`src/umb_pkg.sv`:
```
// Shared constants, types and helpers for the serial port with break reset
package umb_pkg;
  localparam int CLK_MHZ = 10;
  // Bit rate equals the baud setting divided by 0.004096
  localparam int BAUD_SCALE = 4096;
  localparam logic [16:0] BAUD_MOD = 17'(CLK_MHZ * BAUD_SCALE);
  localparam logic [16:0] BAUD_HALF = BAUD_MOD >> 1;
  localparam logic [15:0] BAUD_RST = 16'h01d8;
  localparam logic [15:0] BRK_TIMEOUT_RST = 16'h01a4;
  localparam int RST_FILT_US = 1500;
  localparam int RST_FILT_CYC = RST_FILT_US * CLK_MHZ;
  localparam int HOST_RST_US = 5000;
  localparam int HOST_RST_CYC = HOST_RST_US * CLK_MHZ + 1;
  localparam int BRK_UNIT_US = 1000;
  localparam int BRK_UNIT_CYC = BRK_UNIT_US * CLK_MHZ;
  localparam logic [4:0] TX_BRK_BITS = 5'h18;
  localparam int GIO_N = 6;
  localparam logic [1:0] PULL_WEAK_UP = 2'h0;
  localparam logic [2*GIO_N-1:0] GIO_PULL_RST = {GIO_N{PULL_WEAK_UP}};
  localparam int FIFO_W = 8;
  localparam int FIFO_D = 16;
  localparam logic [7:0] REG_CTRL = 8'h00;
  localparam logic [7:0] REG_TX = 8'h04;
  localparam logic [7:0] REG_RX = 8'h08;
  localparam logic [7:0] REG_CMD = 8'h0c;
  localparam logic [7:0] REG_STAT = 8'h10;
  localparam int CTRL_PAR_LSB = 16;
  localparam int CTRL_STOP2 = 18;
  localparam int CTRL_FLOW = 19;
  localparam int CMD_RST = 0;
  localparam int CMD_BRK = 1;
  localparam int RX_VLD = 8;
  localparam int RX_PERR = 9;
  localparam int RX_FERR = 10;
  localparam int STAT_EMPTY = 0;
  localparam int STAT_FULL = 1;
  localparam int STAT_RXV = 2;
  localparam int STAT_OVR = 3;
  localparam int STAT_RBUSY = 4;
  localparam int STAT_TBUSY = 5;
  typedef enum logic [1:0] {PAR_NONE = 2'b00, PAR_ODD = 2'b01, PAR_EVEN = 2'b10} umb_par_e;
  typedef enum logic [2:0] {TX_IDLE = 3'b000, TX_START = 3'b001, TX_DATA = 3'b010, TX_PAR = 3'b011,
                            TX_STOP = 3'b100, TX_BRK = 3'b101} umb_tx_e;
  typedef enum logic [2:0] {RX_IDLE = 3'b000, RX_START = 3'b001, RX_DATA = 3'b010, RX_PAR = 3'b011,
                            RX_STOP = 3'b100} umb_rx_e;

  // Fractional bit clock step: {tick, new accumulator}
  function automatic logic [17:0] umb_nco(input logic [16:0] acc, input logic [15:0] inc);
    logic [16:0] sum;
    sum = acc + {1'b0, inc};
    if (sum >= BAUD_MOD) begin
      umb_nco = {1'b1, 17'(sum - BAUD_MOD)};
    end else begin
      umb_nco = {1'b0, sum};
    end
  endfunction
endpackage
```
`src/umb_link_if.sv`:
```
// Serial link between the module end and the host end
`timescale 1ns/1ps
interface umb_link_if;
  logic reset_input_pin;
  logic dev_rxd;
  logic dev_txd;
  logic request_send_out_n;
  logic clear_send_in_n;
  modport dev (input reset_input_pin, input dev_rxd, output dev_txd, output request_send_out_n,
               input clear_send_in_n);
  modport host (output reset_input_pin, output dev_rxd, input dev_txd, input request_send_out_n,
                output clear_send_in_n);
endinterface

```
`src/umb_dev.sv`:
```
// Module end: serial engine, reset filter, break reset and general I/O lines
//
// Decided for this implementation: the APB slave port and the register addresses.
`timescale 1ns/1ps
module umb_serial (
  input wire logic mclk_i,
  input wire logic rst_b_i,
  input wire logic clr_i,
  input wire logic [15:0] baud_i,
  input wire umb_pkg::umb_par_e par_i,
  input wire logic two_stop_i,
  input wire logic [7:0] tx_data_i,
  input wire logic tx_valid_i,
  input wire logic tx_go_i,
  input wire logic brk_i,
  input wire logic rxd_i,
  output logic txd_o,
  output logic tx_ready_o,
  output logic [7:0] rx_data_o,
  output logic rx_valid_o,
  output logic rx_perr_o,
  output logic rx_ferr_o
);
  import umb_pkg::*;
  typedef struct packed {
    umb_tx_e ts;
    logic [16:0] tacc;
    logic [4:0] tcnt;
    logic [7:0] tsh;
    logic tpar;
    logic txd;
    logic trdy;
    umb_rx_e rs;
    logic [16:0] racc;
    logic [2:0] rcnt;
    logic [7:0] rsh;
    logic rpar;
    logic [7:0] rdat;
    logic rvld;
    logic rperr;
    logic rferr;
  } umb_ser_s;
  localparam umb_ser_s SER_RST = '{ts: TX_IDLE, txd: 1'b1, trdy: 1'b1, rs: RX_IDLE, default: '0};
  umb_ser_s s_q, s_d;
  logic [17:0] tn, rn;

  always_comb begin
    s_d = s_q;
    s_d.rvld = 1'b0;
    tn = umb_nco(s_q.tacc, baud_i);
    rn = umb_nco(s_q.racc, baud_i);
    if (s_q.ts != TX_IDLE) begin
      s_d.tacc = tn[16:0];
    end
    case (s_q.ts)
      TX_IDLE: begin
        if (brk_i) begin
          s_d.ts = TX_BRK;
          s_d.tacc = '0;
          s_d.tcnt = '0;
          s_d.txd = 1'b0;
          s_d.trdy = 1'b0;
        end else if (tx_valid_i && tx_go_i) begin
          s_d.ts = TX_START;
          s_d.tsh = tx_data_i;
          s_d.tpar = (^tx_data_i) ^ (par_i == PAR_ODD);
          s_d.tacc = '0;
          s_d.txd = 1'b0;
          s_d.trdy = 1'b0;
        end
      end
      TX_START: begin
        if (tn[17]) begin
          s_d.ts = TX_DATA;
          s_d.txd = s_q.tsh[0];
          s_d.tsh = s_q.tsh >> 1;
          s_d.tcnt = '0;
        end
      end
      TX_DATA: begin
        if (tn[17]) begin
          if (s_q.tcnt == 5'h07) begin
            s_d.ts = (par_i == PAR_NONE) ? TX_STOP : TX_PAR;
            s_d.txd = (par_i == PAR_NONE) ? 1'b1 : s_q.tpar;
            s_d.tcnt = '0;
          end else begin
            s_d.txd = s_q.tsh[0];
            s_d.tsh = s_q.tsh >> 1;
            s_d.tcnt = s_q.tcnt + 5'h01;
          end
        end
      end
      TX_PAR: begin
        if (tn[17]) begin
          s_d.ts = TX_STOP;
          s_d.txd = 1'b1;
        end
      end
      TX_STOP: begin
        if (tn[17]) begin
          if (s_q.tcnt == {4'h0, two_stop_i}) begin
            s_d.ts = TX_IDLE;
            s_d.trdy = 1'b1;
          end else begin
            s_d.tcnt = s_q.tcnt + 5'h01;
          end
        end
      end
      TX_BRK: begin
        if (tn[17]) begin
          if (s_q.tcnt == TX_BRK_BITS - 5'h01) begin
            s_d.ts = TX_IDLE;
            s_d.txd = 1'b1;
            s_d.trdy = 1'b1;
          end else begin
            s_d.tcnt = s_q.tcnt + 5'h01;
          end
        end
      end
      default: s_d = SER_RST;
    endcase
    if (s_q.rs != RX_IDLE) begin
      s_d.racc = rn[16:0];
    end
    case (s_q.rs)
      RX_IDLE: begin
        if (!rxd_i) begin
          s_d.rs = RX_START;
          s_d.racc = BAUD_HALF;
        end
      end
      RX_START: begin
        if (rn[17]) begin
          s_d.rs = rxd_i ? RX_IDLE : RX_DATA;
          s_d.rcnt = '0;
        end
      end
      RX_DATA: begin
        if (rn[17]) begin
          s_d.rsh = {rxd_i, s_q.rsh[7:1]};
          s_d.rcnt = s_q.rcnt + 3'h1;
          if (s_q.rcnt == 3'h7) begin
            s_d.rs = (par_i == PAR_NONE) ? RX_STOP : RX_PAR;
          end
        end
      end
      RX_PAR: begin
        if (rn[17]) begin
          s_d.rpar = rxd_i;
          s_d.rs = RX_STOP;
        end
      end
      RX_STOP: begin
        if (rn[17]) begin
          s_d.rs = RX_IDLE;
          s_d.rdat = s_q.rsh;
          s_d.rvld = 1'b1;
          s_d.rferr = !rxd_i;
          s_d.rperr = (par_i != PAR_NONE) && (((^s_q.rsh) ^ s_q.rpar) != (par_i == PAR_ODD));
        end
      end
      default: s_d = SER_RST;
    endcase
    if (clr_i) begin
      s_d = SER_RST;
    end
  end

  always_ff @(posedge mclk_i or negedge rst_b_i) begin
    if (!rst_b_i) begin
      s_q <= SER_RST;
    end else begin
      s_q <= s_d;
    end
  end

  assign txd_o = s_q.txd;
  assign tx_ready_o = s_q.trdy;
  assign rx_data_o = s_q.rdat;
  assign rx_valid_o = s_q.rvld;
  assign rx_perr_o = s_q.rperr;
  assign rx_ferr_o = s_q.rferr;
endmodule


```
`src/umb_host.sv`:
```
// Host end: APB registers, transmit FIFO, reset pulse and receive holding
`timescale 1ns/1ps
module umb_fifo #(
  parameter int W = 8,
  parameter int D = 16
) (
  input wire logic mclk_i,
  input wire logic rst_b_i,
  input wire logic [W-1:0] wr_data_i,
  input wire logic wr_valid_i,
  output logic wr_ready_o,
  output logic [W-1:0] rd_data_o,
  output logic rd_valid_o,
  input wire logic rd_ready_i
);
  localparam int AW = $clog2(D);
  typedef struct packed {
    logic [AW:0] wp;
    logic [AW:0] rp;
  } umb_fifo_s;
  umb_fifo_s f_q, f_d;
  logic [W-1:0] mem [D];
  logic wr_go, rd_go;

  assign wr_ready_o = (f_q.wp ^ f_q.rp) != {1'b1, {AW{1'b0}}};
  assign rd_valid_o = f_q.wp != f_q.rp;
  assign rd_data_o = mem[f_q.rp[AW-1:0]];
  assign wr_go = wr_valid_i && wr_ready_o;
  assign rd_go = rd_ready_i && rd_valid_o;

  always_comb begin
    f_d = f_q;
    if (wr_go) begin
      f_d.wp = f_q.wp + (AW+1)'(1);
    end
    if (rd_go) begin
      f_d.rp = f_q.rp + (AW+1)'(1);
    end
  end

  always_ff @(posedge mclk_i) begin
    if (wr_go) begin
      mem[f_q.wp[AW-1:0]] <= wr_data_i;
    end
  end

  always_ff @(posedge mclk_i or negedge rst_b_i) begin
    if (!rst_b_i) begin
      f_q <= '0;
    end else begin
      f_q <= f_d;
    end
  end
endmodule

module umb_host #(
  parameter int HOST_RST_CYC = umb_pkg::HOST_RST_CYC
) (
  input wire logic mclk_i,
  input wire logic rst_b_i,
  umb_link_if.host link,
  input wire logic psel_i,
  input wire logic penable_i,
  input wire logic pwrite_i,
  input wire logic [7:0] paddr_i,
  input wire logic [31:0] pwdata_i,
  output logic [31:0] prdata_o,
  output logic pready_o,
  output logic pslverr_o
);
  import umb_pkg::*;
  typedef struct packed {
    logic [15:0] baud;
    umb_par_e par;
    logic stop2;
    logic flow;
    logic [16:0] rcnt;
    logic rpin;
    logic brk;
    logic ready;
    logic err;
    logic [31:0] rdata;
    logic [9:0] hold;
    logic hv;
    logic ovr;
  } umb_host_s;
  localparam umb_host_s HOST_RST = '{baud: BAUD_RST, par: PAR_NONE, default: '0};
  umb_host_s h_q, h_d;
  logic acc, done, push, go, t_rdy, f_wr_rdy, f_rd_vld, r_vld, r_perr, r_ferr;
  logic [7:0] f_data, r_data;

  assign acc = psel_i && penable_i;
  assign done = acc && h_q.ready;
  assign push = done && pwrite_i && (paddr_i == REG_TX);
  assign go = !h_q.flow || !link.request_send_out_n;

  umb_fifo #(.W(FIFO_W), .D(FIFO_D)) u_fifo (
    .mclk_i(mclk_i),
    .rst_b_i(rst_b_i),
    .wr_data_i(pwdata_i[7:0]),
    .wr_valid_i(push),
    .wr_ready_o(f_wr_rdy),
    .rd_data_o(f_data),
    .rd_valid_o(f_rd_vld),
    .rd_ready_i(t_rdy && go && !h_q.brk)
  );

  umb_serial u_ser (
    .mclk_i(mclk_i),
    .rst_b_i(rst_b_i),
    .clr_i(1'b0),
    .baud_i(h_q.baud),
    .par_i(h_q.par),
    .two_stop_i(h_q.stop2),
    .tx_data_i(f_data),
    .tx_valid_i(f_rd_vld),
    .tx_go_i(f_rd_vld && go),
    .brk_i(h_q.brk),
    .rxd_i(link.dev_txd),
    .txd_o(link.dev_rxd),
    .tx_ready_o(t_rdy),
    .rx_data_o(r_data),
    .rx_valid_o(r_vld),
    .rx_perr_o(r_perr),
    .rx_ferr_o(r_ferr)
  );

  always_comb begin
    h_d = h_q;
    h_d.brk = 1'b0;
    h_d.ready = 1'b0;
    if (acc && !h_q.ready && (paddr_i != REG_TX || !pwrite_i || f_wr_rdy)) begin
      h_d.ready = 1'b1;
      h_d.err = 1'b0;
      h_d.rdata = '0;
      case (paddr_i)
        REG_CTRL: h_d.rdata = {12'h000, h_q.flow, h_q.stop2, h_q.par, h_q.baud};
        REG_TX: h_d.rdata = '0;
        REG_RX: h_d.rdata = {21'h00_0000, h_q.hold[9:8], h_q.hv, h_q.hold[7:0]};
        REG_CMD: h_d.rdata = {31'h0000_0000, h_q.rpin};
        REG_STAT: h_d.rdata = {26'h000_0000, !t_rdy, h_q.rpin, h_q.ovr, h_q.hv, !f_wr_rdy, !f_rd_vld};
        default: h_d.err = 1'b1;
      endcase
    end
    if (done && pwrite_i) begin
      case (paddr_i)
        REG_CTRL: begin
          h_d.baud = pwdata_i[15:0];
          h_d.par = umb_par_e'(pwdata_i[CTRL_PAR_LSB +: 2]);
          h_d.stop2 = pwdata_i[CTRL_STOP2];
          h_d.flow = pwdata_i[CTRL_FLOW];
        end
        REG_CMD: begin
          h_d.brk = pwdata_i[CMD_BRK];
          if (pwdata_i[CMD_RST]) begin
            h_d.rcnt = 17'(HOST_RST_CYC);
          end
        end
        REG_STAT: begin
          if (pwdata_i[STAT_OVR]) begin
            h_d.ovr = 1'b0;
          end
        end
        default: ;
      endcase
    end
    if (done && !pwrite_i && paddr_i == REG_RX) begin
      h_d.hv = 1'b0;
    end
    if (r_vld) begin
      if (h_q.hv && h_d.hv) begin
        h_d.ovr = 1'b1;
      end else begin
        h_d.hold = {r_ferr, r_perr, r_data};
        h_d.hv = 1'b1;
      end
    end
    if (h_q.rcnt != '0) begin
      h_d.rcnt = h_q.rcnt - 17'h0_0001;
    end
    h_d.rpin = h_d.rcnt != '0;
  end

  always_ff @(posedge mclk_i or negedge rst_b_i) begin
    if (!rst_b_i) begin
      h_q <= HOST_RST;
    end else begin
      h_q <= h_d;
    end
  end

  // Clear-to-send held high while the receive holding register is full
  assign link.clear_send_in_n = h_q.hv;
  assign link.reset_input_pin = h_q.rpin;
  assign prdata_o = h_q.rdata;
  assign pready_o = h_q.ready;
  assign pslverr_o = h_q.err;
endmodule

```
`src/flat_wrapper.sv`:
```
// flat-port wrapper written by rule: the top's interface ports become plain ports
module umb_host_flat import umb_pkg::*;
#(
  parameter int HOST_RST_CYC = umb_pkg::HOST_RST_CYC
)
  (mclk_i, rst_b_i, psel_i, penable_i, pwrite_i, paddr_i, pwdata_i, prdata_o, pready_o, pslverr_o, link_reset_input_pin, link_dev_rxd, link_dev_txd, link_request_send_out_n, link_clear_send_in_n);
  umb_link_if link_i ();
  input wire logic mclk_i;
  input wire logic rst_b_i;
  input wire logic psel_i;
  input wire logic penable_i;
  input wire logic pwrite_i;
  input wire logic [7:0] paddr_i;
  input wire logic [31:0] pwdata_i;
  output logic [31:0] prdata_o;
  output logic pready_o;
  output logic pslverr_o;
  output wire logic [$bits(link_i.reset_input_pin)-1:0] link_reset_input_pin;
  output wire logic [$bits(link_i.dev_rxd)-1:0] link_dev_rxd;
  input wire logic [$bits(link_i.dev_txd)-1:0] link_dev_txd;
  input wire logic [$bits(link_i.request_send_out_n)-1:0] link_request_send_out_n;
  output wire logic [$bits(link_i.clear_send_in_n)-1:0] link_clear_send_in_n;
  assign link_reset_input_pin = link_i.reset_input_pin;
  assign link_dev_rxd = link_i.dev_rxd;
  assign link_i.dev_txd = link_dev_txd;
  assign link_i.request_send_out_n = link_request_send_out_n;
  assign link_clear_send_in_n = link_i.clear_send_in_n;
  umb_host #(.HOST_RST_CYC(HOST_RST_CYC)) u_core (.mclk_i(mclk_i), .rst_b_i(rst_b_i), .link(link_i), .psel_i(psel_i), .penable_i(penable_i), .pwrite_i(pwrite_i), .paddr_i(paddr_i), .pwdata_i(pwdata_i), .prdata_o(prdata_o), .pready_o(pready_o), .pslverr_o(pslverr_o));
endmodule
```
`config.mk`:
```
export PLATFORM = sky130hd
export DESIGN_NAME = umb_host_flat
export DESIGN_NICKNAME = d
export VERILOG_FILES = /design/src/umb_pkg.sv /design/src/umb_link_if.sv /design/src/umb_dev.sv /design/src/umb_host.sv /design/src/flat_wrapper.sv
export SDC_FILE = /design/constraint.sdc
export NUM_CORES = 1
export LEC_CHECK = 0
export BUFFER_PORTS_ARGS = -buffer_cell sky130_fd_sc_hd__buf_2
export CAP_MARGIN = 20
export CORE_MARGIN = 3
export CORE_UTILIZATION = 40
export CTS_CLUSTER_SIZE = 8
export DETAILED_ROUTE_END_ITERATION = 12
export PLACE_DENSITY_LB_ADDON = 0.2
export SYNTH_ARGS = -nofsm -noshare
export SYNTH_HDL_FRONTEND = slang
export SYNTH_SLANG_ARGS = --single-unit
export TNS_END_PERCENT = 30
```
`constraint.sdc`:
```
create_clock -name mclk_i -period 3.3 [get_ports mclk_i]
set_input_delay 0.825 -clock mclk_i [delete_from_list [all_inputs] [get_ports mclk_i]]
set_output_delay 0.825 -clock mclk_i [all_outputs]
set_load 0.01 [all_outputs]
```
# ---- Word-level counts from Yosys, hierarchy flattened
# Memory sizes are Yosys's and may differ from the RTL's.
# Index checks and enable logic that the tools add are counted.
dict set report op_classes {
  n_eq_ne 42
  add_sub_neg 9
  bitwise_logic 4
  order_cmp 2
  muxes 80
  reduce_logical 58
}
# cell n
set ops {}
lappend ops {{17-bit two-way mux} 6}
lappend ops {{20-bit case mux with 4 select lines} 1}
lappend ops {{17-bit case mux with 2 select lines} 2}
lappend ops {{20-bit two-way mux} 3}
lappend ops {{3-bit two-way mux} 15}
lappend ops {{43-bit two-way mux} 1}
lappend ops {{3-bit inequality test, second input constant} 13}
lappend ops {{18-bit two-way mux} 2}
lappend ops {{36-bit two-way mux} 1}
lappend ops {{17-bit by 16-bit adder with 17-bit output} 2}
lappend ops {{17-bit by 16-bit greater-or-equal comparator with 1-bit output, second input constant} 2}
lappend ops {{34-bit two-way mux} 1}
lappend ops {{17-bit nonzero test} 2}
lappend ops {{17-bit by 16-bit subtractor with 17-bit output, second input constant} 2}
lappend ops {{11-bit two-way mux} 3}
lappend ops {{8-bit case mux with 4 select lines} 1}
lappend ops {{5-bit two-way mux} 6}
lappend ops {{5-bit case mux with 6 select lines} 1}
lappend ops {{13-bit two-way mux} 2}
lappend ops {{11-bit case mux with 2 select lines} 1}
lappend ops {{1-bit two-way mux} 19}
lappend ops {{3-bit case mux with 6 select lines} 1}
lappend ops {{17-bit by 1-bit subtractor with 17-bit output, second input constant} 1}
lappend ops {{8-bit by 4-bit == test with 1-bit output, second input constant} 2}
lappend ops {{other kinds (49)} 105}
dict set report totals {
  inputBits 47
  ff_bits 174
  word_cells 227
  mem_count 1
  mem_bits_rw 128
}
# name depth word_bits read_ports rd_clocked_by_memory_dff wr line
set mem_list {}
lappend mem_list {u_core.u_fifo.mem 16 8 1 0 1 umb_host.sv:22} ;# logic [W-1:0] mem [D];

# ---- Depth between registers and ports, before layout
dict set report depth {
  depth_word 8
  ltp_mapped 16
}

# ---- Hierarchy
# From an unflattened synthesis, not the netlist that was laid out.
dict set report unflattened {
  cells_unflattened 1444
  hier_area_um2 16066.7
}
# mod cells_per_inst area_per_inst_um2 instances
set modules_own_cells {}
lappend modules_own_cells {umb_serial 817 6851.6 1}
lappend modules_own_cells {umb_fifo 284 5584.1 1}
lappend modules_own_cells {umb_host 343 3631.0 1}

# ---- Worst setup path before layout
# OpenSTA, ideal clock, no wires.
dict set report synth_path {
  path_kind {reg2reg}
  from {register u_core.h_q[69] (netlist name)}
  to {register u_core.u_ser.s_q[21] (netlist name)}
  path_slack_ns -0.318
  stages_incl_launch_ff 16
  n_path_buf 1
  arrival_ns 3.496
  setup_time_ns 0.122
  required_ns 3.178
  path_cell_list {dfrtp_1 ha_1 fa_1 a21o_1 a21oi_1 o211a_1 o21a_1 o21bai_1 xnor2_1 ha_1 nand2b_1 o21ai_0 or2_4 and3_2 buf_6 a32o_1}
}
# item line
set synth_rtl {}
lappend synth_rtl {{from (decl)} umb_host.sv:88} ;# umb_host_s h_q, h_d;
lappend synth_rtl {{from (signal assigned)} umb_host.sv:186} ;# h_q <= HOST_RST;
lappend synth_rtl {{from (signal assigned)} umb_host.sv:188} ;# h_q <= h_d;
lappend synth_rtl {{to (signal assigned)} umb_dev.sv:171} ;# s_q <= SER_RST;
lappend synth_rtl {{to (signal assigned)} umb_dev.sv:173} ;# s_q <= s_d;
lappend synth_rtl {{to (decl)} umb_dev.sv:44} ;# umb_ser_s s_q, s_d;

==> results.py <==
metrics = {
    "outcome": {
        "status": "complete, but fails checks",
        "violations": "negative setup slack",
    },
    "detailed_routing": {
        "met3_length_mm": 1.41,
        "top_layer_used": "met4",
        "drt_iter0_markers": 624,
        "viasPerCell": 5.30,
        "dr_total_vias": 10700,
        "wl_per_cell_um": 18.3,
        "routed-wl-met2_mm": 17.1,
        "met1Wirelength_mm": 17.6,
        "dr.pass1.iters": 6,
        "antenna_left": 0,
        "drt_wl_total_mm": 37.0,
        "drc": 0,
    },
    "cells_and_area": {
        "drive_above_1_share_pct": 29.4,
        "layout_common_cells": "153 x dfrtp_1, 149 x buf_4, 128 x edfxtp_1, 115 x nand2_1, 108 x nor2_1",
        "n_fill_cell": 3264,
        "seqCellArea_sq_mm": 0.00791,
        "layout_commonest_cell": "dfrtp_1",
        "multiInputGateArea_sq_mm": 0.00701,
        "final_area_sq_mm": 0.0187,
        "area_delta_synth_final_pct": 24.1,
        "fin_nets": 1584,
        "diodes": 0,
    },
    "pwr": {
        "p_comb_share_pct": 30.3,
        "switching_share_pct": 29.8,
        "leakagePower_nw": 7.70,
        "p_per_area_mw_per_mm2": 627,
        "clkPwrFrac_pct": 34.3,
        "ir_worst_vdd_v": 0.000555,
        "power.switching_mw": 3.50,
        "intPower_mw": 8.24,
        "p_seq_share_pct": 35.5,
    },
    "critical_path": {
        "crit_fanout": 6,
        "r2r-start": "u_core.h_q[69]$_DFFE_PN0P_",
        "r2r_cells": 16,
        "path_class": "flip-flop to flip-flop",
        "required_ps": 3720,
        "reg2reg_slack_ps": -190,
        "worst_setup_path_end_kind": "flip-flop",
        "worstPathArrival_ps": 3910,
        "reg2reg_to": "u_core.u_ser.s_q[22]$_DFF_PN0_",
        "start_kind": "flip-flop",
    },
    "grt": {
        "gr-usage-all-layers_pct": 18.4,
        "antenna_found_initial": 0,
        "grt_pass1_vias": 10900,
        "grt.overflow.total": 0,
        "grt_pass1_wl_mm": 60.1,
        "grt_max_degree": 84,
    },
    "synthesis": {
        "netlist_area_sq_mm": 0.0151,
        "netlist_top_cells_area": "dfrtp_1 26%, edfxtp_1 25%, mux4_2 6.0%",
        "synthArstFlopShare_pct": 55.9,
        "syn_area_per_cell_sq_um": 11.6,
        "synth-edff-count": 128,
        "ys_warn_count": 0,
        "syn_inst": 1301,
        "ys_seq_elements": 290,
        "netlist-cell-type-count": 99,
        "yosysTopAreaCell": "dfrtp_1",
        "synth_seq_area_share_pct": 52.4,
        "synth_ff_type": "dfrtp_1",
        "synth_top_area_share_pct": 25.7,
    },
    "floorplan": {
        "die_h_um": 200,
        "die_w_um": 200,
        "start_util_pct": 40.9,
        "ios": 84,
        "fp.coreArea_sq_mm": 0.0369,
        "dieArea_sq_mm": 0.0401,
        "fp-row-count": 70,
    },
    "clock_network": {
        "htree_levels": 2,
        "cts_tree": "built",
        "cts-hold-fix-buffers": 0,
        "cts_buffers": 42,
        "clock-root-buffer": "clkbuf_16",
        "clk_pin_slew_worst_paths_ps": 50,
        "cts_sinks": 290,
        "clockBufferDepth": 3,
        "clkLatencyLatePin_ps": 560,
    },
    "timing": {
        "relSlewSlack_pct": 43.4,
        "setup_viol": 46,
        "layout_setup_ws_ps": -191,
        "rsz0062_at_grt": "true",
        "finalMaxSlewViolations": 0,
        "setup_tns_ps": -5400,
        "finalClockSkew_ps": 29.5,
        "finalCritPeriodShare_pct": 106,
        "max_freq_mhz": 286,
        "finalHoldViolCount": 0,
        "worstMarginPinSlew_ps": 847,
        "finalCriticalPeriod_ps": 3490,
    },
    "placement": {
        "place_area_sq_mm": 0.0168,
        "pre_cts_ws_ps": -295,
        "io_buffer_count": 59,
        "dp_hpwl_mm": 25.9,
        "place_congestion": 0.863,
    },
    "min_path": {
        "min_path_type": "input port to asynchronous set/reset pin",
    },
    "run": {
        "drv_cap": 0,
    },
}
power by group through the flow:
stage	Combinational [mW]	Sequential (mW)	Clock, mW
floorplan	2.34	4.13	0
global placement	3.25	4.20	0
detailed placement	3.30	4.20	0
CTS	3.42	4.16	4.13
global route	3.91	4.18	4.30
finish	3.55	4.16	4.02
worst max-delay path, stage by stage (launching register included):
cell and delay [ps]:
dfrtp_1 390, buf_6 130, ha_4 150, fa_2 340, a21o_1 220, a21oi_4 160
o211a_1 230, o21a_1 170, o21bai_1 90, xnor2_1 210, ha_2 220, nand2b_4 120
o21ai_4 80, or2_4 290, buf_6 140, and3_4 190, a32o_1 210
flip-flops by register name (all words and copies together), names as in the netlist, 8 cells and up:
register and cells:
u_core.u_ser.rx_data_o 8, u_core.u_fifo.f_q 10, u_core.prdata_o 20, u_core.u_ser.s_q 66, u_core.u_fifo.mem 128, u_core.h_q 49
worst max-delay path by stage:
stage | startpoint | end | cells past startpoint
CTS | u_core.u_ser.s_q[59]$_DFF_PN0_ | u_core.u_ser.s_q[46]$_DFFE_PN0P_ | 14
finish | u_core.h_q[69]$_DFFE_PN0P_ | u_core.u_ser.s_q[22]$_DFF_PN0_ | 16
floorplan | u_core.h_q[69]$_DFFE_PN0P_ | u_core.u_ser.s_q[46]$_DFFE_PN0P_ | 13
detailed placement | u_core.h_q[69]$_DFFE_PN0P_ | u_core.u_ser.rx_data_o[7]$_DFF_PN0_ | 14
global placement | u_core.h_q[75]$_DFFE_PN1P_ | u_core.u_ser.s_q[50]$_DFFE_PN0P_ | 11
global route | u_core.h_q[69]$_DFFE_PN0P_ | u_core.u_ser.s_q[22]$_DFF_PN0_ | 16
Yosys cell counts (all sizes together) (17+ instances only):
master,count
a21oi,61
a22o,20
a22oi,18
buf,55
clkbuf,38
dfrtp,155
edfxtp,128
ha,43
inv,55
mux2,28
mux4,40
nand2,117
nand3,18
nor2,108
nor3,37
o21ai,60
o22ai,17
xnor2,41
cell families after synthesis:
group           count (synthesis)  share of synthesized area (%)
simple gates                  395                           13.0
flops                         290                           52.4
compound gates                284                           13.7
buf+inv                       148                           4.79
mux                            83                           9.05
xor+xnor                       55                           3.24
fa+ha+maj                      45                           3.83
other cells                     1                         0.0248
area by class of cell:
type | instances | share of cell area, %
multi-input cells | 877 | 37.4
well taps | 504 | 3.37
clock buffers | 69 | 6.26
repair buffers | 226 | 9.17
inverters | 55 | 1.10
flip-flops and latches | 290 | 42.2
clock inverters | 3 | 0.481
layer usage:
metal / up-vias / track usage, %
met1: 5278 / 26.0
met2: 211 / 29.5
met5: - / 0
met4: 0 / 5.80
met3: 64 / 2.71
li1: 5179 / -
stage by stage:
stage	hold slack, ps	power (mW)	cells	utilization [%]
floorplan	436	6.47	1312	-
global placement	447	7.45	1929	45.5
detailed placement	465	7.51	1929	45.5
CTS	296	11.7	2020	50.1
global route	325	12.4	2024	50.8
finish	281	11.7	2024	50.8
timing repair:
item,CTS,global route
gates cloned,4,0
gates resized for setup,43,49
pin swaps,32,37
buffers inserted,15,4
endpoints found under the setup margin,47,50
Power figures use the tool's default switching activity.
